--- src/common/bbs_pkg.sv ---
// constants, types and map for the backlight boost sequencer
package bbs_pkg;
	// clock rate in MHz (5 ns period)
	localparam int CLK_MHZ = 200;
	// interval times in microseconds
	localparam int TSEL_US = 1000;
	localparam int TDEL_US = 2000;
	localparam int TW0_US  = 100;
	localparam int TW1_US  = 260;
	localparam int TOFF_US = 3000;
	// counter width, holds the longest interval
	localparam int CW = 20;
	// cycle counts derived from the times
	localparam logic [CW-1:0] SEL_CYC  = CW'(TSEL_US * CLK_MHZ);
	localparam logic [CW-1:0] DEL_CYC  = CW'(TDEL_US * CLK_MHZ);
	localparam logic [CW-1:0] TW0_CYC  = CW'(TW0_US * CLK_MHZ);
	localparam logic [CW-1:0] TW1_CYC  = CW'(TW1_US * CLK_MHZ);
	localparam logic [CW-1:0] TOFF_CYC = CW'(TOFF_US * CLK_MHZ);
	// consecutive overvoltage cycles before trip
	localparam logic [3:0] OVP_CYCLES = 4'h8;
	// register byte offsets
	localparam logic [3:0] ADDR_LEVEL  = 4'h0;
	localparam logic [3:0] ADDR_STATUS = 4'h4;
	localparam logic [3:0] ADDR_FBLVL  = 4'h8;
	// reset value of the level code, full scale
	localparam logic [4:0] LEVEL_RST = 5'h1F;
	// status field positions
	localparam int ST_STATE_LSB = 0;
	localparam int ST_DIG_BIT   = 3;
	localparam int ST_OVP_BIT   = 4;
	localparam int ST_UNDERVOLTAGE_LOCKOUT_BIT  = 5;
	localparam int ST_OT_BIT    = 6;
	localparam int ST_RUN_BIT   = 7;
	// full scale feedback in pulse-width mode, mV
	localparam logic [7:0] FB_FULL = 8'hC8;
	// level code to feedback target in mV
	localparam logic [7:0] FB_MV [32] = '{
		8'h00, 8'h05, 8'h08, 8'h0B, 8'h0E, 8'h11, 8'h14, 8'h17,
		8'h1A, 8'h1D, 8'h20, 8'h23, 8'h26, 8'h2C, 8'h32, 8'h38,
		8'h3E, 8'h44, 8'h4A, 8'h50, 8'h56, 8'h5C, 8'h62, 8'h68,
		8'h74, 8'h80, 8'h8C, 8'h98, 8'hA4, 8'hB0, 8'hBC, 8'hC8
	};
	// sequencer states
	typedef enum logic [2:0] {
		ST_OFF    = 3'h0,
		ST_SELECT = 3'h1,
		ST_DELAY  = 3'h2,
		ST_RUN    = 3'h3,
		ST_OVP    = 3'h4
	} bbs_state_type;
endpackage

--- src/common/bbs_cnt_if.sv ---
// interval counter control bundle
`timescale 1ns/100ps
interface bbs_cnt_if;
	logic                   clr;  // restart from zero
	logic                   en;   // count this cycle
	logic [bbs_pkg::CW-1:0] lim;  // target count
	logic                   done; // target reached
	modport ctl (output clr, output en, output lim, input done);
	modport cnt (input clr, input en, input lim, output done);
endinterface

--- src/bbs_counter.sv ---
// saturating interval counter
`timescale 1ns/100ps
module bbs_counter (
	input  wire logic clock_i,
	input  wire logic rstn_i,
	bbs_cnt_if.cnt    cnt
);
	logic [bbs_pkg::CW-1:0] count_q; // cycles counted
	logic [bbs_pkg::CW-1:0] count_d; // next count

	// done once the target is reached; stays until cleared
	assign cnt.done = (count_q >= cnt.lim);

	// saturate at target so done cannot wrap away
	assign count_d = cnt.clr ? '0 :
		(cnt.en && !cnt.done) ? count_q + 1'b1 : count_q;

	// count register
	always_ff @(posedge clock_i or negedge rstn_i) begin
		if (!rstn_i) begin
			count_q <= '0;
		end else begin
			count_q <= count_d;
		end
	end
endmodule

--- src/bbs_top.sv ---
// startup, mode, shutdown and protection sequencer for the boost driver
`timescale 1ns/100ps
module bbs_top #(
	// interval lengths in cycles, shortened in simulation
	parameter logic [bbs_pkg::CW-1:0] SEL_CYC  = bbs_pkg::SEL_CYC,
	parameter logic [bbs_pkg::CW-1:0] DEL_CYC  = bbs_pkg::DEL_CYC,
	parameter logic [bbs_pkg::CW-1:0] TW0_CYC  = bbs_pkg::TW0_CYC,
	parameter logic [bbs_pkg::CW-1:0] TW1_CYC  = bbs_pkg::TW1_CYC,
	parameter logic [bbs_pkg::CW-1:0] TOFF_CYC = bbs_pkg::TOFF_CYC
) (
	input  wire logic        clock_i,
	input  wire logic        rstn_i,
	// dimming control line from the host
	input  wire logic        dim_control_line_i,
	// switch node above overvoltage threshold
	input  wire logic        switch_node_ovp_i,
	// one-cycle pulse at each switching cycle start
	input  wire logic        switch_cycle_i,
	// switch peak current above the limit
	input  wire logic        peak_over_limit_i,
	// supply input below lockout threshold
	input  wire logic        undervoltage_lockout_i,
	// die temperature too high
	input  wire logic        over_temp_i,
	// register port
	input  wire logic [3:0]  reg_addr_i,
	input  wire logic [31:0] reg_wdata_i,
	input  wire logic        reg_wr_i,
	input  wire logic        reg_rd_i,
	output logic      [31:0] reg_rdata_o,
	// sequencer outputs
	output logic             device_enable_o,
	output logic             boost_run_o,
	output logic             power_switch_on_o,
	output logic             pwm_dim_en_o,
	output logic             digital_mode_o,
	output logic             ovp_shutdown_o,
	output logic      [7:0]  feedback_level_o
);
	// sequencer state
	bbs_pkg::bbs_state_type state_q;
	bbs_pkg::bbs_state_type state_d;

	// previous line level for edge detection
	logic       line_q;
	// first fall seen during selection
	logic       fell_q;
	// line rose again after the first fall
	logic       blocked_q;
	// digital mode chosen
	logic       digital_q;
	// overvoltage seen in the current cycle
	logic       ovp_seen_q;
	// consecutive overvoltage cycle count
	logic [3:0] ovp_cnt_q;
	// registered outputs
	logic       boost_run_q;
	logic       sw_on_q;
	logic [7:0] fb_q;
	// software level code
	logic [4:0] level_q;
	// read data, valid one cycle after strobe
	logic [31:0] rdata_q;

	// decode and condition wires
	logic        line_rise;
	logic        in_select;
	logic        in_delay;
	logic        in_run;
	logic        ovp_now;
	logic        ovp_trip;
	logic        boost_ok;
	logic        dig_hit;
	logic        wr_level;
	logic [31:0] status_word;
	logic [31:0] rd_mux;
	logic [7:0]  fb_target;

	// counter bundles
	bbs_cnt_if win_if ();
	bbs_cnt_if hi_if ();
	bbs_cnt_if lo_if ();
	bbs_cnt_if off_if ();

	// window and delay timer, one counter reused
	bbs_counter u_win (
		.clock_i (clock_i),
		.rstn_i  (rstn_i),
		.cnt     (win_if)
	);
	// high time of first pulse
	bbs_counter u_hi (
		.clock_i (clock_i),
		.rstn_i  (rstn_i),
		.cnt     (hi_if)
	);
	// low time after first pulse
	bbs_counter u_lo (
		.clock_i (clock_i),
		.rstn_i  (rstn_i),
		.cnt     (lo_if)
	);
	// shutdown hold time
	bbs_counter u_off (
		.clock_i (clock_i),
		.rstn_i  (rstn_i),
		.cnt     (off_if)
	);

	// state decodes
	assign line_rise = dim_control_line_i & ~line_q;
	assign in_select = (state_q == bbs_pkg::ST_SELECT);
	assign in_delay  = (state_q == bbs_pkg::ST_DELAY);
	assign in_run    = (state_q == bbs_pkg::ST_RUN);

	// clocked interval timing
	// window timer restarts at every state change
	assign win_if.clr = (state_d != state_q);
	assign win_if.en  = in_select | in_delay;
	assign win_if.lim = in_select ? SEL_CYC : DEL_CYC;

	// first pulse high time
	// counts only while the first pulse is still high
	assign hi_if.clr = ~in_select;
	assign hi_if.en  = in_select & dim_control_line_i & ~fell_q;
	assign hi_if.lim = TW0_CYC;

	// following low time
	// low run restarts whenever the line goes high
	assign lo_if.clr = ~in_select | dim_control_line_i;
	assign lo_if.en  = in_select & ~dim_control_line_i;
	assign lo_if.lim = TW1_CYC;

	// low hold measure
	// any high level restarts the hold, so pulses never shut down
	assign off_if.clr = dim_control_line_i |
		(state_q == bbs_pkg::ST_OFF);
	assign off_if.en  = ~dim_control_line_i;
	assign off_if.lim = TOFF_CYC;

	// digital entry pattern
	// only the low right after the first long high counts
	assign dig_hit = in_select & hi_if.done & fell_q & ~blocked_q &
		lo_if.done;

	// consecutive cycles only
	// a late overvoltage in the closing cycle still counts
	assign ovp_now  = ovp_seen_q | switch_node_ovp_i;
	assign ovp_trip = (ovp_cnt_q == bbs_pkg::OVP_CYCLES);

	// over-temperature gate
	// heat stops the converter without changing state; lockout also forces the state to off
	assign boost_ok = in_run & ~over_temp_i & ~undervoltage_lockout_i;

	// code to feedback map
	// pulse-width mode sets full scale; the filtered duty scales it
	assign fb_target = digital_q ? bbs_pkg::FB_MV[level_q] :
		bbs_pkg::FB_FULL;

	// next-state logic
	always_comb begin
		state_d = state_q;
		if (undervoltage_lockout_i) begin
			state_d = bbs_pkg::ST_OFF;
		end else begin
			case (state_q)
				bbs_pkg::ST_OFF: begin
					if (line_rise) begin
						state_d = bbs_pkg::ST_SELECT;
					end
				end
				bbs_pkg::ST_SELECT: begin
					if (off_if.done) begin
						state_d = bbs_pkg::ST_OFF;
					end else if (win_if.done) begin
						state_d = bbs_pkg::ST_DELAY;
					end
				end
				bbs_pkg::ST_DELAY: begin
					if (off_if.done) begin
						state_d = bbs_pkg::ST_OFF;
					end else if (win_if.done) begin
						state_d = bbs_pkg::ST_RUN;
					end
				end
				bbs_pkg::ST_RUN: begin
					if (off_if.done) begin
						state_d = bbs_pkg::ST_OFF;
					end else if (ovp_trip) begin
						state_d = bbs_pkg::ST_OVP;
					end
				end
				// wait for fresh startup
				// line must go low for the hold, then rise again
				bbs_pkg::ST_OVP: begin
					if (off_if.done) begin
						state_d = bbs_pkg::ST_OFF;
					end
				end
				default: begin
					state_d = bbs_pkg::ST_OFF;
				end
			endcase
		end
	end

	// state and line history
	always_ff @(posedge clock_i or negedge rstn_i) begin
		if (!rstn_i) begin
			state_q <= bbs_pkg::ST_OFF;
			line_q  <= 1'b0;
		end else begin
			state_q <= state_d;
			line_q  <= dim_control_line_i;
		end
	end

	// selection pattern tracking
	// flags live only inside the window and restart each startup
	always_ff @(posedge clock_i or negedge rstn_i) begin
		if (!rstn_i) begin
			fell_q    <= 1'b0;
			blocked_q <= 1'b0;
		end else begin
			fell_q    <= in_select & (fell_q | ~dim_control_line_i);
			blocked_q <= in_select &
				(blocked_q | (fell_q & dim_control_line_i));
		end
	end

	// pulse-width by default
	// cleared at each startup, set only by the entry pattern
	always_ff @(posedge clock_i or negedge rstn_i) begin
		if (!rstn_i) begin
			digital_q <= 1'b0;
		end else if (state_q == bbs_pkg::ST_OFF) begin
			digital_q <= 1'b0;
		end else if (dig_hit) begin
			digital_q <= 1'b1;
		end
	end

	// overvoltage cycle counting
	// sticky seen flag: the cycle-start clear wins; an event in that clock counts for the closing cycle
	always_ff @(posedge clock_i or negedge rstn_i) begin
		if (!rstn_i) begin
			ovp_seen_q <= 1'b0;
			ovp_cnt_q  <= 4'h0;
		end else if (!in_run) begin
			ovp_seen_q <= 1'b0;
			ovp_cnt_q  <= 4'h0;
		end else if (switch_cycle_i) begin
			ovp_seen_q <= 1'b0;
			ovp_cnt_q  <= ovp_now ? ovp_cnt_q + 4'h1 : 4'h0;
		end else begin
			ovp_seen_q <= ovp_now;
		end
	end

	// peak current blanking
	// limit wins over a new cycle start in the same clock
	always_ff @(posedge clock_i or negedge rstn_i) begin
		if (!rstn_i) begin
			sw_on_q <= 1'b0;
		end else if (!boost_ok || peak_over_limit_i) begin
			sw_on_q <= 1'b0;
		end else if (switch_cycle_i) begin
			sw_on_q <= 1'b1;
		end
	end

	// boost and dimming outputs
	// feedback held at zero until the converter runs
	always_ff @(posedge clock_i or negedge rstn_i) begin
		if (!rstn_i) begin
			boost_run_q <= 1'b0;
			fb_q        <= 8'h00;
		end else begin
			boost_run_q <= boost_ok;
			fb_q        <= in_run ? fb_target : 8'h00;
		end
	end

	// register decodes
	assign wr_level    = reg_wr_i & (reg_addr_i == bbs_pkg::ADDR_LEVEL);
	assign status_word = {24'h00_0000,
		boost_run_q,
		over_temp_i,
		undervoltage_lockout_i,
		(state_q == bbs_pkg::ST_OVP),
		digital_q,
		state_q};
	// unmapped offsets read as zero
	assign rd_mux =
		(reg_addr_i == bbs_pkg::ADDR_LEVEL)  ? {27'h000_0000, level_q} :
		(reg_addr_i == bbs_pkg::ADDR_STATUS) ? status_word :
		(reg_addr_i == bbs_pkg::ADDR_FBLVL)  ? {24'h00_0000, fb_q} :
		32'h0000_0000;

	// level code register, stands in for the serial data byte
	always_ff @(posedge clock_i or negedge rstn_i) begin
		if (!rstn_i) begin
			level_q <= bbs_pkg::LEVEL_RST;
		end else if (wr_level) begin
			level_q <= reg_wdata_i[4:0];
		end
	end

	// read data valid only in the cycle after the strobe
	always_ff @(posedge clock_i or negedge rstn_i) begin
		if (!rstn_i) begin
			rdata_q <= 32'h0000_0000;
		end else begin
			rdata_q <= reg_rd_i ? rd_mux : 32'h0000_0000;
		end
	end

	// output drive
	assign reg_rdata_o       = rdata_q;
	assign device_enable_o   = (state_q != bbs_pkg::ST_OFF);
	assign boost_run_o       = boost_run_q;
	assign power_switch_on_o = sw_on_q;
	assign pwm_dim_en_o      = boost_run_q & ~digital_q;
	assign digital_mode_o    = digital_q;
	assign ovp_shutdown_o    = (state_q == bbs_pkg::ST_OVP);
	assign feedback_level_o  = fb_q;
endmodule

--- config.mk ---
export PLATFORM = sky130hd
export DESIGN_NAME = bbs_top
export DESIGN_NICKNAME = d
export VERILOG_FILES = /design/src/common/bbs_pkg.sv /design/src/common/bbs_cnt_if.sv /design/src/bbs_counter.sv /design/src/bbs_top.sv
export SDC_FILE = /design/constraint.sdc
export NUM_CORES = 1
export LEC_CHECK = 0
export BUFFER_PORTS_ARGS = -buffer_cell sky130_fd_sc_hd__buf_4
export CORE_AREA = 2 2 162 164
export CTS_CLUSTER_DIAMETER = 120
export CTS_CLUSTER_SIZE = 25
export DETAILED_ROUTE_END_ITERATION = 8
export DIE_AREA = 0 0 164 166
export REMOVE_ABC_BUFFERS = 1
export SYNTH_ARGS = -nofsm -noshare
export SYNTH_HDL_FRONTEND = slang
export SYNTH_SLANG_ARGS = --single-unit
--- constraint.sdc ---
create_clock -name clock_i -period 4.2 [get_ports clock_i]
set_input_delay 0.84 -clock clock_i [delete_from_list [all_inputs] [get_ports clock_i]]
set_output_delay 0.84 -clock clock_i [all_outputs]
set_load 0.005 [all_outputs]
==> flow_metrics.tcl, run 1 <==
set metrics [dict create \
    status "finished, final reports clean" \
    rr_worst_depth 12 \
    synth_top_cell_by_area "dfrtp_1" \
    holdWs_ps 502 \
    power_frac_seq 0.395 \
    clockPowerShare 0.514 \
    route.detailed.drc 0 \
    antenna_cells 0 \
    finalMaxSlewViolations 0 \
    area_delta_synth_final_pct 19.7 \
    grt-busiest-layer "met2" \
    syn_inst 644 \
    dp.final_hpwl_mm 8.67 \
    met1_usage 0.139 \
    drive_gt1_frac 0.162 \
    grt_pass1_vias 4473 \
    cts_sinks 115 \
    fin_crit_ps 3620 \
    power_density_nw_per_um2 401 \
    multiInputGateArea_sq_um 3110 \
    drt_iter0_markers 198 \
    ys.flop_type "dfrtp_1" \
    worstMarginPinSlew_ps 905 \
    switchingPower_w 0.000708 \
    synth_area_leaders "dfrtp_1 (44%), xor2_1 (5.3%), ha_1 (5.0%)" \
    path_clk_slew_ps 60 \
    grtUsageMet2 0.147 \
    grt_start_max_net_pins 61 \
    synth_edf_count 0 \
    cts-htree-levels 4 \
    arrival_ps 3910 \
    netlist.area_leader.share 0.439 \
    cp_data_required_time_ps 4490 \
    cp-start-kind "flip-flop" \
    clk_latency_ps 420 \
    cts-root-buf "clkbuf_16" \
    nFillCells 2646 \
    finalCritPeriodShare 0.863 \
    dr_total_vias 4651 \
    routed_wl_mm 12.8 \
    clockBufferDepth 2 \
    rsz0062_at_grt "false" \
    wire_per_inst_um 12.3 \
    path_class "flip-flop to flip-flop" \
    yosys_register_bits 115 \
    drt_first_pass_iters 4 \
    yosys_warnings 0 \
    synth.yosys.seq_area_share 0.459 \
    grtUsageMet3 0.0330 \
    maxCapViolations 0 \
    ios 92 \
    dieArea_sq_um 27200 \
    die_h_um 166 \
    die_w_um 164 \
    max-slew-margin-rel 0.392 \
    ctsResizeCount 0 \
    fmax_ghz 0.276 \
    via_per_inst 4.47 \
    cts_hold_buf 0 \
    leakage_nw 3.33 \
    hold_viol 0 \
    port_buffers 40 \
    place_congestion 0.782 \
    worst_hold_path_type "input port to asynchronous set/reset pin" \
    post_cts_buffers 0 \
    grt_antenna_before_repair 0 \
    synth_cell_types 61 \
    final_nets 763 \
    worstPathMaxFanout 20 \
    core_area_sq_um 25600 \
    clock_skew_ps 11.2 \
    setup_tns_ps 0 \
    numCtsBuffers 17 \
    cts_tree "yes" \
    cp-end-kind "flip-flop" \
    grt_usage 0.100 \
    seq_area_sq_um 2880 \
    grt_pass1_wl_mm 22.0 \
    p_comb_frac 0.091 \
    ant_nets 0 \
    rows 59 \
    initial_core_util 0.245 \
    finalSetupViolations 0 \
    async_flop_share 1.00 \
    syn_area_sq_um 6280 \
    switching_share 0.235 \
    grt-ovfl-total 0 \
    synth_area_per_cell_sq_um 9.75 \
    p_int_w 0.00231 \
    vdd_drop_max_v 0.000232 \
]
==> critical path: stages, from the launching register on <==
cell	delay [ps]
dfrtp_1	510
nor2_1	110
nand2_1	200
clkinv_1	370
ha_1	410
nor4bb_1	250
nand4_1	140
a31oi_2	450
o32ai_1	150
o21ai_2	240
mux2i_4	250
buf_4	310
nor3_1	110
==> per-layer routing <==
metal	up-vias	wire, um
met5	-	0
met2	84	5740
met1	2263	6310
met4	0	103
li1	2297	-
met3	7	618
==> layout make-up <==
cell class,count,area share
flip-flops and latches,115,0.384
clock buffers,24,0.0654
multi-input cells,485,0.414
clock inverters,8,0.0198
inverters,24,0.0120
well taps,335,0.0558
repair buffers,49,0.0490
==> kinds of logic (layout without fill, tap and decap cells) <==
family                   count (synthesis)  after routing  share of synthesized area
AO/OA/AOI/OAI                           90             90                     0.0935
adder cells (fa/ha/maj)                 25             25                     0.0498
other                                    1             24                   0.000597
buffers and inverters                   67            105                     0.0592
flip-flops                             115            115                      0.459
AND/OR/NAND/NOR                        271            271                      0.227
multiplexers                            13             13                     0.0239
XOR/XNOR                                62             62                     0.0865
==> placed cells by master (no fill, tap or decap), drive strengths merged, types with 3 or more instances in the layout <==
| master | n |
|---|---|
| dfrtp | 110 |
| nor4 | 6 |
| and2 | 6 |
| o22ai | 3 |
| clkinv | 3 |
| o21a | 3 |
| mux2 | 6 |
| and4 | 5 |
| clkbuf | 24 |
| mux2i | 7 |
| ha | 25 |
| nand2 | 44 |
| a22oi | 6 |
| nor3b | 5 |
| nand4 | 10 |
| buf | 49 |
| conb | 24 |
| inv | 23 |
| a21oi | 23 |
| dfstp | 5 |
| o21ai | 29 |
| bufinv | 4 |
| a31oi | 8 |
| a211oi | 3 |
| xor2 | 38 |
| nor2b | 4 |
| nand3 | 31 |
| nor3 | 37 |
| nor2 | 83 |
| or3 | 6 |
| xnor2 | 24 |
| and3 | 26 |
| or4 | 4 |
==> through the flow <==
| stage | setup slack [ps] | instances | total power [W] | util | cell area [sq um] |
|---|---|---|---|---|---|
| after floorplan | 84.2 | 624 | 0.00137 | - | 6080 |
| after global placement | 615 | 1008 | 0.00148 | 0.268 | 6870 |
| after detailed placement | 555 | 1008 | 0.00148 | 0.268 | 6870 |
| after CTS | 542 | 1040 | 0.00305 | 0.293 | 7510 |
| after global routing | 233 | 1040 | 0.00315 | 0.293 | 7510 |
| final | 576 | 1040 | 0.00301 | 0.293 | 7510 |
==> flip-flops by register name, indices dropped and copies added (netlist names) <==
| signal | cells |
|---|---|
| level_q | 5 |
| fell_q | 1 |
| boost_run_o | 1 |
| reg_rdata_o | 8 |
| ovp_cnt_q | 4 |
| state_q | 3 |
| ovp_seen_q | 1 |
| u_win.count_q | 20 |
| line_q | 1 |
| feedback_level_o | 8 |
| power_switch_on_o | 1 |
| u_hi.count_q | 20 |
| u_off.count_q | 20 |
| blocked_q | 1 |
| u_lo.count_q | 20 |
| digital_mode_o | 1 |
==> path summary, 6_finish.rpt <==
check                                   end  startpoint  slack [ps]
min in group clock_i              blocked_q   blocked_q         500
max                        u_win.count_q[7]  state_q[2]         580
min reg2reg                       blocked_q   blocked_q         500
max reg2reg                u_win.count_q[7]  state_q[2]         580
max in group asynchronous        level_q[2]      rstn_i        2830
min                        u_off.count_q[6]      rstn_i         500
==> synth_stat cells (2+ instances only) <==
master,number
dfrtp_1,110
nor2_1,81
nand2_1,44
xor2_1,38
nand3_1,31
o21ai_0,27
and3_1,26
nor3_1,26
ha_1,25
buf_4,24
xnor2_1,24
a21oi_1,23
inv_1,23
clkbuf_1,14
nand4_1,10
nor3_2,10
a31oi_1,7
a22oi_1,6
and2_1,6
mux2_2,6
mux2i_1,6
or3_1,6
and4_1,5
dfstp_2,5
nor3b_1,5
buf_6,4
nor2b_1,4
nor4_1,4
a211oi_1,3
o21a_1,3
o22ai_1,3
or4_1,3
nor2_2,2
nor4_4,2
o21ai_2,2
==> power by group through the flow <==
stage | registers, W | clock network, W | logic (W)
after CTS | 0.00119 | 0.00159 | 0.000279
after floorplan | 0.00119 | 0 | 0.000180
after detailed placement | 0.00121 | 0 | 0.000275
after global routing | 0.00119 | 0.00165 | 0.000313
after global placement | 0.00121 | 0 | 0.000270
final | 0.00119 | 0.00155 | 0.000275
Power figures use the tool's default switching activity.
==> run 2, diff against run 1 <==
- clock period: 4.2 -> 3.4 ns (I/O delays scaled with it)
==> run 2 against run 1 <==
Register-to-register slack worse by 240 ps; non-clock buffer count up 1; critical path depth stayed put; utilization increased by 0.15 points; clock power increased by 27%; power is 25% higher; global-route usage is 0.082 points lower; clock skew down 3.4 ps; combinational power up 22%; first-iteration DRC count grew 24%; critical endpoint is now u_win.count_q[9]; largest cell class unchanged.
==> flow_metrics.tcl, run 2 (synthesized netlist as in run 1, its figures left out) <==
set metrics [dict create \
    place_congestion 0.799 \
    clk_latency_ps 410 \
    maxCapViolations 0 \
    initial_core_util 0.245 \
    die_h_um 166 \
    finalCritPeriodShare 0.900 \
    r2r_slack_ps 340 \
    cp_data_required_time_ps 3690 \
    path_cells "nor2_1 > nand2_1 > clkinv_1 > ha_1 > or4_1 > a21oi_1 > o21ai_2 > o21ba_1 > o21ai_2 > mux2i_4 > buf_4 > nor3_1" \
    numCtsBuffers 17 \
    fmax_ghz 0.327 \
    cp-startpoint "state_q[1]" \
    finalMaxSlewViolations 0 \
    critPathBufInv 2 \
    clock_skew_ps 7.80 \
    crit_path_top_delay_cell "dfrtp_1" \
    grt_pass1_vias 4431 \
    grt_antenna_before_repair 0 \
    rows 59 \
    status "finished, final reports clean" \
    dieArea_sq_um 27200 \
    finalInstanceArea_sq_um 7550 \
    grt-ovfl-total 0 \
    leakage_nw 3.36 \
    finalSetupViolations 0 \
    die_w_um 164 \
    drive_gt1_frac 0.164 \
    cts-htree-levels 4 \
    core_area_sq_um 25600 \
    setup_tns_ps 0 \
    worstMarginPinSlew_ps 693 \
    path_class "flip-flop to flip-flop" \
    cts_tree "yes" \
    grt_start_max_net_pins 71 \
    rsz0062_at_grt "false" \
    post_cts_buffers 0 \
    cts-root-buf "clkbuf_16" \
    fin_crit_ps 3060 \
    power_density_nw_per_um2 500 \
    worstPathMaxFanout 20 \
    instances_no_fill 1041 \
    cp-end-kind "flip-flop" \
    vdd_drop_max_v 0.000257 \
    cpMostUsedCell "o21ai_2" \
    multiInputGateArea_sq_um 3110 \
    final_nets 764 \
    cp_num_cells 12 \
    max_stage_delay_ps 470 \
    arrival_ps 3340 \
    clockBufferDepth 2 \
    worst_hold_path_type "input port to asynchronous set/reset pin" \
    route.detailed.drc 0 \
    routed_wl_mm 12.6 \
    path_clk_slew_ps 50 \
    critical_path.top_delay_family "compound AO/OA/AOI/OAI gates" \
    grt_usage 0.0992 \
    antenna_cells 0 \
    wire_per_inst_um 12.1 \
    rr_worst_depth 12 \
    via_per_inst 4.42 \
    drt_iter0_markers 246 \
    crit_end "u_win.count_q[9]" \
    drt_first_pass_iters 5 \
    hold_viol 0 \
    cts_sinks 115 \
    dp.final_hpwl_mm 8.51 \
    reg2reg_from "state_q[1]" \
    ant_nets 0 \
    layout_commonest_cell "dfrtp_1" \
    max-slew-margin-rel 0.537 \
    area_delta_synth_final_pct 20.3 \
    r2r-end "u_win.count_q[9]" \
    port_buffers 40 \
    grt_pass1_wl_mm 21.7 \
    cp-start-kind "flip-flop" \
    nFillCells 2663 \
    cts_hold_buf 0 \
    layout_common_cells "dfrtp_1 (110), nor2_1 (81), buf_4 (49)" \
    ctsResizeCount 0 \
    dp.cells 1009 \
    dr_total_vias 4597 \
    ios 92 \
    postPlaceCellArea_sq_um 6890 \
    seq_area_sq_um 2880 \
]
## run 2: worst min-delay path by stage
stage | startpoint | end | slack (ps)
2_1_floorplan | rstn_i | blocked_q | 380
3_3_place_gp | blocked_q | blocked_q | 480
3_5_place_dp | blocked_q | blocked_q | 500
4_1_cts | rstn_i | u_hi.count_q[11] | 300
5_1_grt | rstn_i | u_hi.count_q[11] | 330
6_report | rstn_i | u_hi.count_q[11] | 280
## run 2: worst register-to-register path: stages (launching register included)
cell and delay, ps:
dfrtp_1 470, nor2_1 100, nand2_1 100, clkinv_1 170, ha_1 220, or4_1 410
a21oi_1 200, o21ai_2 160, o21ba_1 230, o21ai_2 210, mux2i_4 250, buf_4 300
nor3_1 110
## run 2: power breakdown
| part | total (W) | leakage (nW) | internal [W] | switching [W] |
|---|---|---|---|---|
| Sequential | 0.00147 | 1.58 | 0.00141 | 0.0000586 |
| Clock | 0.00197 | 0.324 | 0.00135 | 0.000625 |
| Combinational | 0.000335 | 1.46 | 0.000136 | 0.000198 |
| Total | 0.00377 | 3.36 | 0.00289 | 0.000882 |
## run 2: metrics by stage
stage / hold WS, ps / setup WS [ps] / power (W) / util
floorplan: 384 / -716 / 0.00170 / -
global placement: 479 / 366 / 0.00183 / 0.269
detailed placement: 497 / 314 / 0.00183 / 0.269
CTS: 304 / 296 / 0.00383 / 0.295
global route: 334 / 38.1 / 0.00394 / 0.295
finish: 282 / 341 / 0.00377 / 0.295
## run 2: cell type report
class | instances | share of cell area
Clock inverter | 7 | 0.0189
Tap cell | 335 | 0.0555
Inverter | 24 | 0.0119
Timing Repair Buffer | 50 | 0.0514
Multi-Input combinational cell | 485 | 0.412
Clock buffer | 25 | 0.0683
Sequential cell | 115 | 0.382
## run 2: metal layers
| metal | vias up | routed length, um | track usage |
|---|---|---|---|
| met2 | 86 | 5580 | 0.145 |
| met1 | 2211 | 6400 | 0.140 |
| met5 | - | 0 | 0 |
| met3 | 13 | 510 | 0.0305 |
| li1 | 2287 | - | - |
| met4 | 0 | 138 | 0.0297 |
==> run 3, diff against run 2 <==
- BUFFER_PORTS_ARGS: -buffer_cell sky130_fd_sc_hd__buf_4 -> unset
- CORE_AREA: 2 2 162 164 -> 2 2 191 193
- DIE_AREA: 0 0 164 166 -> 0 0 193 195
- DONT_BUFFER_PORTS: unset -> 1
- SLEW_MARGIN: unset -> 10
- SYNTH_HIERARCHICAL: unset -> 1
==> run 3 against run 2 <==
Die area grew 38%; count of clock-buffer cells in the layout grew 3; first-iteration DRC count grew 3.7%; clock power shrank 9%; synthesized cell count grew 52%; routed wire length grew 60%; combinational power grew 26%; largest cell class unchanged; sequential power is essentially flat; sequential share of layout area shrank 9.5 points; critical endpoint is now u_win/count_q[12]; hold slack lost 180 ps; critical path type unchanged; area after synthesis grew 40%; utilization shrank 1.1 points.
==> flow_metrics.tcl, run 3 <==
set metrics [dict create \
    status "finished, final reports clean" \
    cp-end-kind "flip-flop" \
    yosys_register_bits 115 \
    worstPathMaxFanout 10 \
    ios 92 \
    cts-root-buf "clkbuf_16" \
    cts-htree-levels 4 \
    p_comb_frac 0.114 \
    path_class "flip-flop to flip-flop" \
    netlist.area_leader.share 0.313 \
    drt_first_pass_iters 5 \
    fin_util 0.284 \
    dp.final_hpwl_mm 14.7 \
    post_cts_buffers 0 \
    syn_inst 978 \
    ant_nets 0 \
    arrival_ps 3400 \
    synth_top_cell_by_area "dfrtp_1" \
    port_buffers 0 \
    synth_area_per_cell_sq_um 9.00 \
    layout_commonest_cell "a21oi_1" \
    area_delta_synth_final_pct 14.1 \
    rows 69 \
    die_h_um 195 \
    synth_edf_count 0 \
    via_per_inst 4.71 \
    dr_total_vias 7162 \
    initial_core_util 0.249 \
    finalCritPeriodShare 0.908 \
    grt_pass1_wl_mm 33.9 \
    cts_tree "yes" \
    drt_iter0_markers 255 \
    power_density_nw_per_um2 367 \
    async_flop_share 1.00 \
    finalMaxSlewViolations 0 \
    vdd_drop_max_v 0.000334 \
    grt_usage 0.111 \
    numCtsBuffers 17 \
    grt_antenna_before_repair 0 \
    drive_gt1_frac 0.0971 \
    ys.flop_type "dfrtp_1" \
    path_clk_slew_ps 60 \
    cp_data_required_time_ps 3710 \
    switchingPower_w 0.000958 \
    p_int_w 0.00273 \
    power_frac_seq 0.400 \
    yosys_warnings 6 \
    final_nets 1187 \
    worstMarginPinSlew_ps 704 \
    synth_area_leaders "dfrtp_1 (31%), ha_1 (13%), a21oi_1 (6.8%)" \
    r2r_slack_ps 310 \
    cts_sinks 115 \
    rsz0062_at_grt "false" \
    wire_per_inst_um 13.3 \
    cp-start-kind "flip-flop" \
    grt_pass1_vias 6826 \
    finalSetupViolations 0 \
    grt_start_max_net_pins 111 \
    layout_common_cells "a21oi_1 (120), dfrtp_1 (110), inv_1 (105)" \
    synth.yosys.seq_area_share 0.328 \
    leakage_nw 4.40 \
    syn_area_sq_um 8800 \
    die_w_um 193 \
    maxCapViolations 0 \
    worst_hold_path_type "input port to asynchronous set/reset pin" \
    dieArea_sq_um 37600 \
    synth_cell_types 65 \
    r2r-end "u_win/count_q[12]" \
    route.detailed.drc 0 \
    holdWs_ps 105 \
    place_congestion 0.787 \
    clockPowerShare 0.485 \
    hold_viol 0 \
    clk_latency_ps 420 \
    routed_wl_mm 20.2 \
    clockBufferDepth 2 \
    synthTopCellsByCount "a21oi_1 (120), dfrtp_1 (110), inv_1 (105), ha_1 (93), nand2_1 (83)" \
    grt-ovfl-total 0 \
    fmax_ghz 0.324 \
    synth.most_common_cell "a21oi_1" \
    fin_crit_ps 3090 \
    reg2reg_from "state_q[1]" \
    antenna_cells 0 \
    clock_skew_ps 10.3 \
    rr_worst_depth 15 \
    core_area_sq_um 35400 \
    power_w 0.00368 \
    max-slew-margin-rel 0.528 \
    switching_share 0.260 \
]
## run 3: area by class of cell
class	count	area [sq um]
inverter	105	394
timing repair buffer	15	133
fill	3763	25400
multi-input combinational	794	5470
tap	461	577
sequential	115	2880
clock buffer	28	537
clock inverter	4	47.5
## run 3: worst max-delay path by stage
stage,from,to,slack (ps),cells past startpoint
2_1_floorplan,state_q[1],u_win/count_q[18],-620,15
3_3_place_gp,state_q[1],u_win/count_q[12],310,15
3_5_place_dp,state_q[1],u_win/count_q[12],280,15
4_1_cts,state_q[1],u_win/count_q[12],270,15
5_1_grt,state_q[1],u_win/count_q[12],40,15
6_report,state_q[1],u_win/count_q[12],310,15
## run 3: metrics by stage
stage                     instance area [sq um]  worst slack [ps]  TNS (ps)  instances
after floorplan                            8740              -621     -7700       1014
after global placement                     9430               308         0       1489
after detailed placement                   9430               280         0       1489
after CTS                                 10000               269         0       1522
after global routing                      10000              44.3         0       1522
final                                     10000               313         0       1522
## run 3: metal layers
metal	track usage	wire length, um	vias to the layer above	share of wire
met1	0.143	9500	3431	0.47
met5	0	0	-	0
li1	-	-	3599	-
met4	0.0348	266	0	0.013
met3	0.0221	744	20	0.037
met2	0.187	9720	112	0.48
## run 3: cell families (layout without fill, tap and decap cells)
group,count (synthesis),after routing,share of synthesized area
AND/OR/NAND/NOR,306,306,0.204
XOR/XNOR,1,1,0.000995
adder cells (fa/ha/maj),93,93,0.132
flip-flops,115,115,0.328
other,2,96,0.000853
AO/OA/AOI/OAI,281,281,0.217
multiplexers,17,17,0.0262
buffers and inverters,163,152,0.0913
## run 3: critical path, cell delays in order, from the launching register on
cell      delay [ps]
dfrtp_1          390
nor2_1           170
nand2_2          140
inv_1            140
inv_1             60
ha_1             290
nand2_1           50
o21a_1           200
a2111o_1         440
o21ai_4          210
nand2_1           70
nor3_1           130
a211o_1          110
a211o_1          200
buf_4            220
o21ba_1          160
## run 3: power groups by stage
stage          sequential (W)  combinational [W]  clock, W
2_1_floorplan         0.00148           0.000314         0
3_3_place_gp          0.00150           0.000380         0
3_5_place_dp          0.00150           0.000389         0
4_1_cts               0.00147           0.000422   0.00183
5_1_grt               0.00148           0.000488   0.00188
6_report              0.00147           0.000421   0.00179
## run 3: timing repair
item / 4_1_cts / 5_1_grt
resized for setup: 0 / 1
endpoints found under the setup margin: 0 / 1
hold endpoints to repair: 110 / 0
hold buffers: 1 / 0
